==> config.mk <==
export PLATFORM = sky130hd
export DESIGN_NAME = flash_op_timing_reset_dpd
export DESIGN_NICKNAME = d
export VERILOG_FILES = /design/src/verilog/flash_seq_pkg.sv /design/src/verilog/flash_op_timing_reset_dpd.sv
export SDC_FILE = /design/constraint.sdc
export NUM_CORES = 1
export LEC_CHECK = 0
export BUFFER_PORTS_ARGS = -buffer_cell sky130_fd_sc_hd__buf_2
export CAP_MARGIN = 25
export CORE_MARGIN = 2
export CORE_UTILIZATION = 60
export DETAILED_ROUTE_END_ITERATION = 10
export PLACE_DENSITY = 0.78
export SLEW_MARGIN = 20
export SYNTH_ARGS = -nofsm -noshare
export SYNTH_HDL_FRONTEND = slang
export SYNTH_SLANG_ARGS = --single-unit
==> constraint.sdc <==
create_clock -name clock -period 2.9 [get_ports clock]
set_clock_uncertainty 0.05 [all_clocks]
set_input_delay 0.29 -clock clock [delete_from_list [all_inputs] [get_ports clock]]
set_output_delay 0.29 -clock clock [all_outputs]
set_load 0.005 [all_outputs]
==> src/verilog/flash_seq_pkg.sv <==
// package: timing constants, operation codes and state carriers for the flash sequencer
package flash_seq_pkg;
  // clock rate
  localparam int unsigned CLOCK_HZ = 20000000;
  localparam int unsigned CLOCK_NS = 50;
  // operation times in their own units
  localparam int unsigned WORD_FIRST_US = 115;
  localparam int unsigned WORD_NEXT_US = 50;
  localparam int unsigned WORD_MAX_US = 230;
  localparam int unsigned BUF_WORDS = 512;
  localparam int unsigned BUF_OLD_US = 4300;
  localparam int unsigned BUF_NEW_US = 2050;
  localparam int unsigned ERASE_TYP_MS = 900;
  localparam int unsigned ERASE_MAX_MS = 4000;
  localparam int unsigned SUSPEND_TYP_US = 20;
  localparam int unsigned SUSPEND_MAX_US = 30;
  localparam int unsigned BLANK_TYP_US = 3200;
  localparam int unsigned ABORT_MAX_US = 25;
  localparam int unsigned RESET_MIN_NS = 100;
  localparam int unsigned SLEEP_MIN_NS = 100;
  localparam int unsigned WAKE_MIN_US = 75;
  // cycle counts, long times round down, least times round up
  localparam int unsigned CYC_PER_US = CLOCK_HZ / 1000000;
  localparam longint unsigned WORD_FIRST_CYC = longint'(WORD_FIRST_US) * CYC_PER_US;
  localparam longint unsigned WORD_NEXT_CYC = longint'(WORD_NEXT_US) * CYC_PER_US;
  localparam longint unsigned BUF_OLD_CYC = longint'(BUF_OLD_US) * CYC_PER_US;
  localparam longint unsigned BUF_NEW_CYC = longint'(BUF_NEW_US) * CYC_PER_US;
  localparam longint unsigned ERASE_TYP_CYC = longint'(ERASE_TYP_MS) * 1000 * CYC_PER_US;
  localparam longint unsigned BLANK_CYC = longint'(BLANK_TYP_US) * CYC_PER_US;
  localparam int unsigned SUSPEND_CYC = SUSPEND_TYP_US * CYC_PER_US;
  localparam int unsigned ABORT_CYC = 16;
  localparam int unsigned RESET_CYC = (RESET_MIN_NS + CLOCK_NS - 1) / CLOCK_NS;
  localparam int unsigned WAKE_CYC = WAKE_MIN_US * CYC_PER_US;
  // counter width covers the erase time
  localparam int unsigned CNT_W = 25;
  localparam logic [24:0] CNT_ZERO = 25'h0000000;
  // operation codes
  typedef enum logic [2:0] {
    OP_WORD = 3'h0,
    OP_BUFFER = 3'h1,
    OP_ERASE = 3'h2,
    OP_BLANK = 3'h3,
    OP_SUSPEND = 3'h4,
    OP_RESUME = 3'h5
  } op_type;
  // sequencer states
  typedef enum logic [2:0] {
    ST_IDLE,
    ST_RUN,
    ST_SUSPENDING,
    ST_SUSPENDED,
    ST_ABORT,
    ST_RESET,
    ST_SLEEP
  } state_type;
  // command from the bus interface
  typedef struct packed {
    logic valid;
    op_type op;
    logic new_process;
  } cmd_type;
  // status back to the bus interface
  typedef struct packed {
    logic ready;
    logic suspended;
    logic done;
    logic blank_ok;
    logic aborted;
    logic asleep;
    logic outputs_off;
  } status_type;
endpackage : flash_seq_pkg

==> src/verilog/flash_op_timing_reset_dpd.sv <==
// flash operation timing, reset abort and deep power-down control
`timescale 1ns/1ps
module flash_op_timing_reset_dpd (
  // clock and reset
  input wire logic clock,
  input wire logic rstn,
  // flash control pins
  input wire logic reset_pin_n,
  input wire logic deep_sleep_pin,
  input wire logic sleep_pin_polarity_bit,
  input wire logic chip_sel_n,
  // command interface, latched by the bus front end without needing the bus clock
  input wire flash_seq_pkg::cmd_type cmd,
  // status
  output flash_seq_pkg::status_type status,
  output logic wake_ok
);
  // full state of the module
  typedef struct packed {
    flash_seq_pkg::state_type st;
    flash_seq_pkg::op_type op;
    logic [24:0] cnt;
    logic [24:0] saved;
    logic first_done;
    logic [11:0] wake;
    flash_seq_pkg::status_type stat;
    logic wake_ok;
  } regs_type;

  regs_type r;
  regs_type next_r;
  logic sleep_active;

  // duration of an operation in cycles
  function automatic logic [24:0] op_cycles(input flash_seq_pkg::op_type op,
                                            input logic first_done,
                                            input logic new_process);
    logic [24:0] c;
    c = 25'(flash_seq_pkg::BLANK_CYC);
    unique case (op)
      flash_seq_pkg::OP_WORD: c = first_done ? 25'(flash_seq_pkg::WORD_NEXT_CYC)
                                             : 25'(flash_seq_pkg::WORD_FIRST_CYC);
      flash_seq_pkg::OP_BUFFER: c = new_process ? 25'(flash_seq_pkg::BUF_NEW_CYC)
                                                : 25'(flash_seq_pkg::BUF_OLD_CYC);
      flash_seq_pkg::OP_ERASE: c = 25'(flash_seq_pkg::ERASE_TYP_CYC);
      default: c = 25'(flash_seq_pkg::BLANK_CYC);
    endcase
    return c;
  endfunction : op_cycles

  // sleep pin level decode, polarity bit selects the active level
  assign sleep_active = sleep_pin_polarity_bit ? deep_sleep_pin : !deep_sleep_pin;

  // next state logic
  always_comb
  begin
    next_r = r;
    next_r.stat.done = 1'b0;
    if (r.cnt != flash_seq_pkg::CNT_ZERO)
    begin
      next_r.cnt = r.cnt - 25'h0000001;
    end
    if (r.wake != 12'h000)
    begin
      next_r.wake = r.wake - 12'h001;
    end
    next_r.wake_ok = (r.st != flash_seq_pkg::ST_SLEEP) && (r.st != flash_seq_pkg::ST_RESET)
                     && (r.wake == 12'h000);
    if (!reset_pin_n)
    begin
      // reset entry: floats outputs and stops work
      next_r.stat.outputs_off = 1'b1;
      next_r.stat.ready = 1'b0;
      next_r.stat.suspended = 1'b0;
      next_r.stat.asleep = 1'b0;
      next_r.first_done = 1'b0;
      if (r.st == flash_seq_pkg::ST_RUN || r.st == flash_seq_pkg::ST_SUSPENDING)
      begin
        next_r.st = flash_seq_pkg::ST_ABORT;
        next_r.cnt = 25'(flash_seq_pkg::ABORT_CYC);
        next_r.stat.aborted = 1'b1;
      end
      else if (r.st != flash_seq_pkg::ST_ABORT)
      begin
        next_r.st = flash_seq_pkg::ST_RESET;
        next_r.cnt = flash_seq_pkg::CNT_ZERO;
      end
      else if (r.cnt == flash_seq_pkg::CNT_ZERO)
      begin
        next_r.st = flash_seq_pkg::ST_RESET;
      end
      // wake wait is held full while reset is low, so it runs from release
      if (r.st == flash_seq_pkg::ST_SLEEP || r.wake != 12'h000)
      begin
        next_r.wake = 12'(flash_seq_pkg::WAKE_CYC);
      end
    end
    else
    begin
      unique case (r.st)
        flash_seq_pkg::ST_ABORT, flash_seq_pkg::ST_RESET:
        begin
          next_r.st = flash_seq_pkg::ST_IDLE;
          next_r.stat.outputs_off = 1'b0;
          next_r.stat.ready = 1'b1;
        end
        flash_seq_pkg::ST_IDLE:
        begin
          if (sleep_active && chip_sel_n)
          begin
            next_r.st = flash_seq_pkg::ST_SLEEP;
            next_r.stat.asleep = 1'b1;
            next_r.stat.outputs_off = 1'b1;
          end
          else if (cmd.valid && cmd.op <= flash_seq_pkg::OP_BLANK)
          begin
            // operation command accepted in idle unless sleep entry wins, bus clock not needed
            next_r.st = flash_seq_pkg::ST_RUN;
            next_r.op = cmd.op;
            next_r.cnt = op_cycles(cmd.op, r.first_done, cmd.new_process);
            next_r.stat.ready = 1'b0;
            next_r.stat.aborted = 1'b0;
          end
        end
        flash_seq_pkg::ST_RUN:
        begin
          if (cmd.valid && cmd.op == flash_seq_pkg::OP_SUSPEND)
          begin
            next_r.st = flash_seq_pkg::ST_SUSPENDING;
            next_r.saved = r.cnt;
            next_r.cnt = 25'(flash_seq_pkg::SUSPEND_CYC);
          end
          else if (r.cnt == flash_seq_pkg::CNT_ZERO)
          begin
            next_r.st = flash_seq_pkg::ST_IDLE;
            next_r.stat.ready = 1'b1;
            next_r.stat.done = 1'b1;
            next_r.stat.blank_ok = (r.op == flash_seq_pkg::OP_BLANK);
            next_r.first_done = (r.op == flash_seq_pkg::OP_WORD);
          end
        end
        flash_seq_pkg::ST_SUSPENDING:
        begin
          if (r.cnt == flash_seq_pkg::CNT_ZERO)
          begin
            next_r.st = flash_seq_pkg::ST_SUSPENDED;
            next_r.stat.suspended = 1'b1;
            next_r.stat.ready = 1'b1;
          end
        end
        flash_seq_pkg::ST_SUSPENDED:
        begin
          if (cmd.valid && cmd.op == flash_seq_pkg::OP_RESUME)
          begin
            next_r.st = flash_seq_pkg::ST_RUN;
            next_r.cnt = r.saved;
            next_r.stat.suspended = 1'b0;
            next_r.stat.ready = 1'b0;
          end
        end
        flash_seq_pkg::ST_SLEEP:
        begin
          if (!sleep_active)
          begin
            next_r.st = flash_seq_pkg::ST_IDLE;
            next_r.stat.asleep = 1'b0;
            next_r.stat.outputs_off = 1'b0;
            next_r.wake = 12'(flash_seq_pkg::WAKE_CYC);
          end
        end
        default:
        begin
          next_r.st = flash_seq_pkg::ST_IDLE;
        end
      endcase
    end
  end

  // state register
  always_ff @(posedge clock or negedge rstn)
  begin
    if (!rstn)
    begin
      r <= '{st: flash_seq_pkg::ST_IDLE,
             op: flash_seq_pkg::OP_WORD, cnt: 25'h0000000, saved: 25'h0000000,
             first_done: 1'b0, wake: 12'h000,
             stat: '{ready: 1'b1, default: 1'b0}, wake_ok: 1'b1};
    end
    else
    begin
      r <= next_r;
    end
  end

  // outputs straight from the state register
  assign status = r.stat;
  assign wake_ok = r.wake_ok;

  // reset with nothing running completes in the least pulse
  property p_reset_quick;
    @(posedge clock) disable iff (!rstn)
      (!reset_pin_n && r.st == flash_seq_pkg::ST_IDLE) |=> ##[0:1] r.st == flash_seq_pkg::ST_RESET;
  endproperty
  a_reset_quick: assert property (p_reset_quick) else $error("reset not reached");

  // reset during a run aborts it within the bound
  property p_abort;
    @(posedge clock) disable iff (!rstn)
      (!reset_pin_n && r.st == flash_seq_pkg::ST_RUN)
      |-> ##[1:20] (r.st == flash_seq_pkg::ST_RESET || reset_pin_n);
  endproperty
  a_abort: assert property (p_abort) else $error("abort too slow");

  // reset floats the outputs
  property p_outputs_off;
    @(posedge clock) disable iff (!rstn) !reset_pin_n |=> status.outputs_off;
  endproperty
  a_outputs_off: assert property (p_outputs_off) else $error("outputs not off in reset");

  // busy while running
  property p_busy;
    @(posedge clock) disable iff (!rstn) r.st == flash_seq_pkg::ST_RUN |-> !status.ready;
  endproperty
  a_busy: assert property (p_busy) else $error("ready while running");

  // suspend reaches suspended state within bound
  property p_suspend;
    @(posedge clock) disable iff (!rstn)
      (r.st == flash_seq_pkg::ST_RUN && cmd.valid && cmd.op == flash_seq_pkg::OP_SUSPEND
       && reset_pin_n) ##1 reset_pin_n[*8] |-> ##[0:600] status.suspended || !reset_pin_n;
  endproperty
  a_suspend: assert property (p_suspend) else $error("suspend too slow");

  // sleep entered only with active pin level and chip select high
  property p_sleep_entry;
    @(posedge clock) disable iff (!rstn)
      $rose(status.asleep) |-> $past(sleep_active) && $past(chip_sel_n);
  endproperty
  a_sleep_entry: assert property (p_sleep_entry) else $error("bad sleep entry");

  // polarity cleared gives active low pin
  property p_polarity;
    @(posedge clock) disable iff (!rstn)
      (r.st == flash_seq_pkg::ST_IDLE && !sleep_pin_polarity_bit && !deep_sleep_pin
       && chip_sel_n && reset_pin_n) |=> status.asleep;
  endproperty
  a_polarity: assert property (p_polarity) else $error("low pin did not sleep");

  // word program count stays within the first-word time
  property p_word_done;
    @(posedge clock) disable iff (!rstn)
      (r.st == flash_seq_pkg::ST_RUN && r.op == flash_seq_pkg::OP_WORD)
      |-> r.cnt <= 25'(flash_seq_pkg::WORD_FIRST_CYC);
  endproperty
  a_word_done: assert property (p_word_done) else $error("word time over bound");
endmodule : flash_op_timing_reset_dpd

==> results of run 1 <==
[power groups by stage]
stage / clock (W) / combinational [W] / sequential, W
2_1_floorplan: 0 / 0.00142 / 0.00154
3_3_place_gp: 0 / 0.00169 / 0.00161
3_5_place_dp: 0 / 0.00175 / 0.00163
4_1_cts: 0.000909 / 0.00177 / 0.00161
5_1_grt: 0.000959 / 0.00203 / 0.00166
6_report: 0.000897 / 0.00183 / 0.00161
[worst paths after layout]
check	to	slack [ns]	from	cells after the start
setup / recovery	r[68]$_DFF_PN0_	0.19	r[46]$_DFF_PN0_	9
setup reg to reg	r[68]$_DFF_PN0_	0.19	r[46]$_DFF_PN0_	9
max in group asynchronous	wake_ok$_DFF_PN1_	1.83	rstn	3
min in group asynchronous	status[3]$_DFFE_PN0P_	0.36	rstn	2
hold reg to reg	status[6]$_DFFE_PN1P_	0.45	status[6]$_DFFE_PN1P_	2
hold / removal	status[0]$_DFFE_PN0P_	0.24	chip_sel_n	3
[placed cells by master (no fill, tap or decap), types with 3 or more instances in the layout]
master	n
a211oi_1	3
a21boi_0	3
a21oi_1	31
a31oi_1	3
and3_1	4
buf_2	17
buf_4	12
clkbuf_8	9
dfrtp_1	75
inv_1	13
mux2_2	25
mux2i_1	4
nand2_1	49
nand2b_1	7
nand3_1	13
nand4_1	3
nor2_1	34
nor2b_1	9
nor3_1	20
nor3b_1	4
nor4_1	8
o21ai_0	27
o22ai_1	16
o31ai_1	4
or3_1	8
xnor2_1	14
xor2_1	15
[timing repair]
item	CTS	global route
setup endpoints to repair	0	4
endpoints found under the hold margin	0	28
setup buffers	0	2
hold buffers	0	1
gates resized for setup	0	1
[cells in the mapped netlist, drive strengths merged, types with 2 or more instances]
master	n	area, um^2
nor4	10	83.8
mux2	25	282
mux2i	4	40.0
or4	3	26.3
a21boi	4	33.8
o22ai	17	120
and3	4	25.0
a21o	2	15.0
a31oi	3	18.8
o21ai	30	150
o31ai	5	42.5
nor4b	2	32.5
or2	2	12.5
clkbuf	17	63.8
a211oi	3	22.5
nand4b	2	17.5
or3	8	50.1
buf	12	91.3
a221oi	2	23.8
xnor2	14	123
and2	2	12.5
nor2	36	145
dfstp	2	52.6
a22oi	2	15.0
nand3b	2	15.0
nor3b	4	30.0
nand3	13	65.1
nand2b	7	43.8
xor2	15	131
nand4	3	18.8
nand2	49	184
dfrtp	75	1880
nor3	21	105
nor2b	9	56.3
a21oi	31	155
ha	2	25.0
inv	13	48.8
[critical path, cell delays in order, from the launching register on]
cell	delay [ns]
dfrtp_1	0.41
inv_1	0.13
ha_1	0.22
or4b_1	0.47
buf_4	0.18
nor3_1	0.30
and3_1	0.35
nor4b_4	0.24
xnor2_1	0.14
o21ai_0	0.09
[final cells by class]
class,instances,area [um^2]
Clock buffer,11,131
Clock inverter,5,83.8
Fill cell,560,2360
Inverter,13,48.8
Multi-Input combinational cell,351,2270
Sequential cell,77,1930
Tap cell,99,124
Timing Repair Buffer,32,233
[registers in the layout (all words and copies together) (netlist names)]
register  cells
r            69
wake_ok       1
status        7
[logic make-up after synthesis]
logic type,Yosys count
multiplexers,29
buffers and inverters,42
adder cells (fa/ha/maj),2
AO/OA/AOI/OAI,110
XOR/XNOR,29
AND/OR/NAND/NOR,181
flip-flops,77
[per-layer routing]
layer	GRT usage, %	wire [um]	vias to the layer above
li1	-	-	1714
met3	6.56	611	33
met4	12.1	326	0
met1	36.8	4410	1790
met5	0	0	-
met2	45.1	5140	148
[stage by stage]
stage,power (W),setup slack [ns],hold WS [ns],util (%)
4_1_cts,0.00429,0.147,0.0680,66.2
3_3_place_gp,0.00330,0.266,0.413,63.2
3_5_place_dp,0.00338,0.163,0.425,63.2
5_1_grt,0.00465,0.0136,0.261,67.1
6_report,0.00435,0.191,0.236,67.1
2_1_floorplan,0.00296,0.372,-0.0556,-
==> results.yml, run 1 <==
global_route:
  grt-ovfl-total: 0
  grt_first_pass_wirelength_um: 17100
  antenna_found_initial: 0
  grt_max_degree: 78
  grt_util_all_layers_pct: 28.2
  grt_pass1_vias: 3515
timing:
  setup_violations: 0
  slew_viol_final: 0
  timing.final.crit_share_pct: 93.4
  hold_violations: 0
  tightest_slew_ns: 0.680
  maxSlewHeadroom_pct: 54.7
  rsz0062_at_grt: "false"
  setup_tns_ns: 0
  fmax_ghz: 0.369
  min_period_ns: 2.71
finish:
  final_cells: 588
  n_antenna_cell: 0
  fin_nets: 497
  syn_to_final_growth_pct: 9.69
  fin_area_um2: 4820
  drive_gt1_share_pct: 18.0
placed_design:
  io_buffer_count: 18
  place.gp.congestion: 0.902
  placedCellCount: 568
  dpl.hpwl_um: 7110
  placed_area_um2: 4530
cts:
  cts_tree: "built"
  cts_buffers: 9
  clk_pin_slew_ns: 0.08
  root_buffer: "clkbuf_8"
  cts.sinks: 77
  htreeDepth: 3
  clkLatencyLatePin_ns: 0.36
  cts_max_path_buffers: 2
synth:
  synth_cell_type_count: 66
  ys_seq_area_share_pct: 43.9
  synthesis.instances: 470
  synthArstFlopShare_pct: 100
  synthesis.nets: 483
  synth_top_family_by_area: "simple AND/OR/NAND/NOR gates"
  syn_avg_cell_area_um2: 9.34
  synth_edf_count: 0
  muxShareOfSynthArea_pct: 7.32
  synthSimpleGateAreaFrac_pct: 22.0
  ys.flop_type: "dfrtp_1"
  ys_ff_latch: 77
  synth-compound-area-share_pct: 15.8
  yosysWarnings: 0
  synth-xor-area-share_pct: 5.78
  synthesis.area_um2: 4390
  synth_adder_area_share_pct: 0.570
worst_setup_path:
  cp-end-kind: "register"
  required_ns: 3.08
  startpoint_type: "register"
  crit_arrival_ns: 2.89
  cp_max_fo: 6
  critPathKind: "reg -> reg"
route:
  first_pass_iters: 6
  drtAntennaViolNets: 0
  routed_wl_um: 10500
  drc: 0
  drt_iter0_drc: 295
  vias: 3685
  viasPerCell: 6.27
  wl_per_cell_um: 17.8
power:
  netSwitchingPower_w: 0.00177
  total_leakage_power_nw: 2.06
  comb_power_share_pct: 42.2
  p_clk_share_pct: 20.6
  seq_power_share_pct: 37.1
  peakVddDrop_uv: 909
  power.internal_w: 0.00258
  swShare_pct: 40.7
  powerDensity_nw_per_um2: 902
run:
  max_cap_violations: 0
die:
  rows: 31
  start_util_pct: 61.2
  dieArea_um2: 8020
  die_h_um: 89.6
  ios: 19
  core-area_um2: 7180
  die_x_um: 89.6
outcome:
  status: "finished clean"
worst_hold_path:
  hold_class: "in -> reg"
Note: power is estimated with default switching activity, not from simulation.
==> run 2, diff against run 1 <==
--- a/config.mk
+++ b/config.mk
@@ -8,9 +8,9 @@
 export BUFFER_PORTS_ARGS = -buffer_cell sky130_fd_sc_hd__buf_2
 export CAP_MARGIN = 25
 export CORE_MARGIN = 2
-export CORE_UTILIZATION = 60
+export CORE_UTILIZATION = 50
 export DETAILED_ROUTE_END_ITERATION = 10
-export PLACE_DENSITY = 0.78
+export PLACE_DENSITY = 0.67
 export SLEW_MARGIN = 20
 export SYNTH_ARGS = -nofsm -noshare
 export SYNTH_HDL_FRONTEND = slang
==> run 2 against run 1 <==
  * Critical path depth shrank 1
  * Power grew 1.6%
  * Flip-flop and latch count is the same
  * Fmax shrank 0.84%
  * Critical path type unchanged
  * Die area grew 19%
  * Cell count grew 2.2%
  * Highest routed layer unchanged
  * Critical endpoint is now r[57]$_DFF_PN0_
  * Via count shrank 5.4%
  * Routed wire length shrank 0.80%
==> results.yml, run 2 (synthesized netlist as in run 1, its figures left out) <==
outcome:
  status: "finished clean"
timing:
  rsz0062_at_grt: "false"
  setup_tns_ns: 0
  hold_violations: 0
  min_period_ns: 2.73
  maxSlewHeadroom_pct: 60.5
  slew_viol_final: 0
  holdWs_ns: 0.243
  fmax_ghz: 0.366
  tightest_slew_ns: 0.587
  timing.final.crit_share_pct: 94.2
  setup_violations: 0
cts:
  cts_buffers: 9
  clkLatencyLatePin_ns: 0.35
  clk_pin_slew_ns: 0.08
  root_buffer: "clkbuf_8"
  htreeDepth: 3
  cts_max_path_buffers: 2
  cts.sinks: 77
  cts_tree: "built"
  post_cts_resized: 0
power:
  peakVddDrop_uv: 618
  power_w: 0.00441
  powerDensity_nw_per_um2: 905
  total_leakage_power_nw: 2.10
die:
  rows: 34
  start_util_pct: 50.9
  die_x_um: 97.7
  ios: 19
  core-area_um2: 8640
  die_h_um: 97.7
  dieArea_um2: 9550
finish:
  drive_gt1_share_pct: 18.9
  final_cell_mix: "dfrtp_1, nand2_1, nor2_1"
  fin_nets: 501
  fin_area_um2: 4880
  layout_commonest_cell: "dfrtp_1"
  post-route-util_pct: 56.5
  n_antenna_cell: 0
  syn_to_final_growth_pct: 11.1
  regMostFlops: "r"
  largest_reg_flops: 69
  n_fill_cell: 768
route:
  met2_length_um: 4890
  routed_wl_um: 10400
  viasPerCell: 5.80
  top_layer: "met4"
  first_pass_iters: 4
  wl_met3_um: 363
  drc: 0
  wl_met1_um: 4940
  drtAntennaViolNets: 0
  vias: 3485
  drt_iter0_drc: 172
  wl_per_cell_um: 17.3
worst_setup_path:
  critical_path_buf_inv_count: 1
  cp-end-kind: "register"
  crit_path_frequent_cell: "or3_1"
  crit_arrival_ns: 2.91
  critPathKind: "reg -> reg"
  path_cells: "inv_1 > ha_1 > or4b_1 > or3_1 > o21ai_1 > or3_1 > xor2_1 > a31oi_1"
  required_ns: 3.08
  path_delay_family: "simple AND/OR/NAND/NOR gates"
  slowest_delay_ns: 0.53
  r2r_setup_slack_ns: 0.17
  cp_max_fo: 6
  critPathSlowestCell: "or3_1"
  startpoint_type: "register"
placed_design:
  dpl.hpwl_um: 7220
  place.gp.congestion: 0.872
  io_buffer_count: 18
  placed_area_um2: 4570
worst_hold_path:
  hold_class: "in -> reg"
global_route:
  grt-ovfl-total: 0
  grt_max_degree: 78
  grt_pass1_vias: 3403
  grt_first_pass_wirelength_um: 17400
  antenna_found_initial: 0
  grt_util_all_layers_pct: 22.5
run:
  max_cap_violations: 0
## run 2: worst min-delay path, cell delays in order
cell,delay [ns]
buf_2,0.11
nand3_1,0.12
nand3b_1,0.08
## run 2: final timing paths
check,from,to,depth (start not counted)
min in group asynchronous,rstn,status[3]$_DFFE_PN0P_,2
min reg2reg,r[39]$_DFFE_PN0P_,r[64]$_DFF_PN0_,2
max reg2reg,r[46]$_DFF_PN0_,r[57]$_DFF_PN0_,8
max in group asynchronous,rstn,wake_ok$_DFF_PN1_,3
min,chip_sel_n,r[76]$_DFFE_PN0P_,3
max,r[46]$_DFF_PN0_,r[57]$_DFF_PN0_,8
## run 2: stage by stage
step / setup slack [ns] / cells
floorplan: 0.372 / 470
global placement: 0.241 / 580
detailed placement: 0.178 / 580
CTS: 0.148 / 596
global route: 0.00587 / 601
finish: 0.168 / 601
## run 2: repair_timing
item / CTS / global route
endpoints found under the setup margin: 0 / 2
setup buffers: 0 / 3
endpoints found under the hold margin: 0 / 19
hold buffers: 0 / 1
## run 2: metal layers
metal	vias up	GRT usage [%]
li1	1708	-
met1	1696	31.4
met2	62	35.8
met4	0	8.33
met3	19	3.45
met5	-	0
## run 2: final cells by class
class	instances	area, um^2	share of cell area [%]
Timing Repair Buffer	36	263	5.39
Multi-Input combinational cell	351	2260	46.4
Sequential cell	77	1930	39.6
Clock buffer	9	124	2.54
Inverter	13	48.8	1.00
Clock inverter	7	114	2.33
Tap cell	108	135	2.77
## run 2: power by group
part / switching, W / leakage [nW] / internal (W)
combinational: 0.00104 / 0.981 / 0.000768
sequential: 0.000292 / 1.00 / 0.00133
clock: 0.000411 / 0.123 / 0.000569
==> run 3, diff against run 2 <==
--- a/config.mk
+++ b/config.mk
@@ -5,6 +5,7 @@
 export SDC_FILE = /design/constraint.sdc
 export NUM_CORES = 1
 export LEC_CHECK = 0
+export ABC_AREA = 1
 export BUFFER_PORTS_ARGS = -buffer_cell sky130_fd_sc_hd__buf_2
 export CAP_MARGIN = 25
 export CORE_MARGIN = 2
==> run 3 against run 2 <==
  * Largest cell class unchanged
  * Largest power group unchanged
  * Fmax rose by 13%
  * Hold slack got worse by 0.048 ns
  * Via count rose by 29%
  * Clock power fell by 11%
==> results.yml, run 3 <==
worst_setup_path:
  cp-end-kind: "register"
  cp_max_fo: 16
  slowest_delay_ns: 0.42
  r2r-end: "r[59]$_DFF_PN0_"
  reg2reg_from: "r[46]$_DFF_PN0_"
  reg2reg_depth: 13
  critPathSlowestCell: "dfrtp_1"
  startpoint: "r[46]$_DFF_PN0_"
  required_ns: 3.12
  crit_arrival_ns: 2.64
  path_cells: "inv_1 > ha_1 > nand2_1 > inv_1 > nand2_1 > nor2_1 > nand2_1 > inv_1 > nor2_1 > nor2_1 > nor2_1 > nand2_1 > nand2_1"
  critPathKind: "reg -> reg"
  crit_path_frequent_cell: "nand2_1"
  r2r_setup_slack_ns: 0.49
  startpoint_type: "register"
worst_hold_path:
  hp-start: "cmd[2]"
  hold_class: "in -> reg"
  min_path_cells: 3
  worstHoldEndpoint: "r[72]$_DFFE_PN0P_"
global_route:
  grt_max_degree: 78
  grt_pass1_vias: 4404
  grt_first_pass_wirelength_um: 21800
  grt_util_all_layers_pct: 27.2
  grt-ovfl-total: 0
  antenna_found_initial: 0
die:
  dieArea_um2: 10600
  ios: 19
  die_h_um: 103
  start_util_pct: 50.6
  die_x_um: 103
  core-area_um2: 9640
  rows: 36
cts:
  cts.sinks: 77
  clk_pin_slew_ns: 0.10
  clkLatencyLatePin_ns: 0.38
  cts_buffers: 9
  cts_setup_buffers: 0
  cts_max_path_buffers: 2
  root_buffer: "clkbuf_8"
  htreeDepth: 3
  cts_tree: "built"
finish:
  regArea_um2: 1930
  n_fill_cell: 986
  final_cell_mix: "nand2_1, nor2_1, dfrtp_1"
  fin_nets: 719
  multi_input_area_um2: 2490
  largest_reg_flops: 69
  syn_to_final_growth_pct: 7.03
  regMostFlops: "r"
  n_antenna_cell: 0
  layout_commonest_cell: "nand2_1"
  drive_gt1_share_pct: 12.2
power:
  peakVddDrop_uv: 372
  comb_power_share_pct: 49.2
  power_w: 0.00486
  swShare_pct: 48.6
  seq_power_share_pct: 32.8
  power.internal_w: 0.00250
  total_leakage_power_nw: 2.65
  p_clk_share_pct: 18.0
  powerDensity_nw_per_um2: 931
  netSwitchingPower_w: 0.00236
timing:
  fmax_ghz: 0.414
  hold_violations: 0
  tightest_slew_ns: 0.835
  holdWs_ns: 0.195
  slew_viol_final: 0
  timing.final.crit_share_pct: 83.2
  rsz0062_at_grt: "false"
  setup_violations: 0
  min_period_ns: 2.41
  maxSlewHeadroom_pct: 44.4
  setup_tns_ns: 0
outcome:
  status: "finished clean"
placed_design:
  place.gp.congestion: 0.994
  io_buffer_count: 18
  dpl.hpwl_um: 9710
synth:
  syn_avg_cell_area_um2: 7.02
  ys.flop_type: "dfrtp_1"
  synthesis.area_um2: 4880
  ys_ff_latch: 77
  synthArstFlopShare_pct: 100
  yosysMostFrequentCell: "nand2_1"
  synth_cell_type_count: 41
  synthTopCellsByCount: "nand2_1, nor2_1, dfrtp_1"
  yosysWarnings: 0
  ys_seq_area_share_pct: 39.6
  synth_edf_count: 0
  synth_top_area_cell: "dfrtp_1"
  ys_top_cells_by_area: "dfrtp_1, nand2_1, nor2_1"
  synthesis.nets: 708
  synthesis.instances: 695
  synth_top_area_share_pct: 38.5
route:
  first_pass_iters: 7
  routed_wl_um: 13100
  wl_per_cell_um: 15.5
  drtAntennaViolNets: 0
  drt_iter0_drc: 253
  viasPerCell: 5.33
  drc: 0
  vias: 4496
run:
  max_cap_violations: 0
[run 3: logic make-up (layout without fill, tap and decap cells)]
kind of cell | Yosys count | count (layout) | synth area share [%]
and+or+nand+nor | 412 | 412 | 36.8
buffers and inverters | 103 | 119 | 9.47
AOI/OAI and AO/OA | 84 | 84 | 10.6
DFF | 77 | 77 | 39.6
xor gates and xnor gates | 17 | 17 | 3.05
adders and majority gates | 2 | 2 | 0.513
[run 3: how the worst max path moves through the flow]
stage                           end  cells past startpoint
floorplan           r[67]$_DFF_PN0_                     13
global placement    r[61]$_DFF_PN0_                     13
detailed placement  r[59]$_DFF_PN0_                     13
CTS                 r[59]$_DFF_PN0_                     13
global route        r[61]$_DFF_PN0_                     13
finish              r[59]$_DFF_PN0_                     13
[run 3: per-layer routing]
layer  vias to the layer above  share of wire, %  global-route usage (%)
met5                         -                 0                       0
met4                         0               2.0                    9.31
met3                        19               5.8                    4.14
met2                       142                48                    45.2
met1                      2098                44                    36.4
li1                       2237                 -                       -
[run 3: worst max-delay path: cells and delay by family, from the launching register on]
kind                     cells  cell delay, ns
adder cells (fa/ha/maj)      1            0.22
buffers and inverters        3            0.55
flip-flops                   1            0.42
AND/OR/NAND/NOR              9            1.07
[run 3: metrics by stage]
| stage | setup slack (ns) | instance area (um^2) | instances | utilization [%] |
|---|---|---|---|---|
| final | 0.486 | 5220 | 844 | 54.2 |
| after global routing | 0.182 | 5220 | 844 | 54.2 |
| after CTS | 0.505 | 5210 | 843 | 54.0 |
| after detailed placement | 0.511 | 5000 | 827 | 51.9 |
| after global placement | 0.641 | 5000 | 827 | 51.9 |
| after floorplan | 1.10 | 4880 | 695 | - |
[run 3: layout make-up]
class,instances,area share [%]
Timing Repair Buffer,22,2.47
Inverter,81,5.82
Multi-Input combinational cell,515,47.6
Tap cell,133,3.19
Sequential cell,77,37.0
Clock inverter,7,1.56
Clock buffer,9,2.37
[run 3: timing repair]
action / 4_1_cts / 5_1_grt
resized for setup: 0 / 0
setup endpoints to repair: 0 / 0
endpoints found under the hold margin: 0 / 75
hold buffers: 0 / 1
[run 3: power groups by stage]
stage	combinational (W)	clock, W	sequential [W]
3_3_place_gp	0.00236	0	0.00160
4_1_cts	0.00238	0.000888	0.00159
6_report	0.00239	0.000875	0.00159
3_5_place_dp	0.00236	0	0.00160
2_1_floorplan	0.00186	0	0.00153
5_1_grt	0.00275	0.000943	0.00163
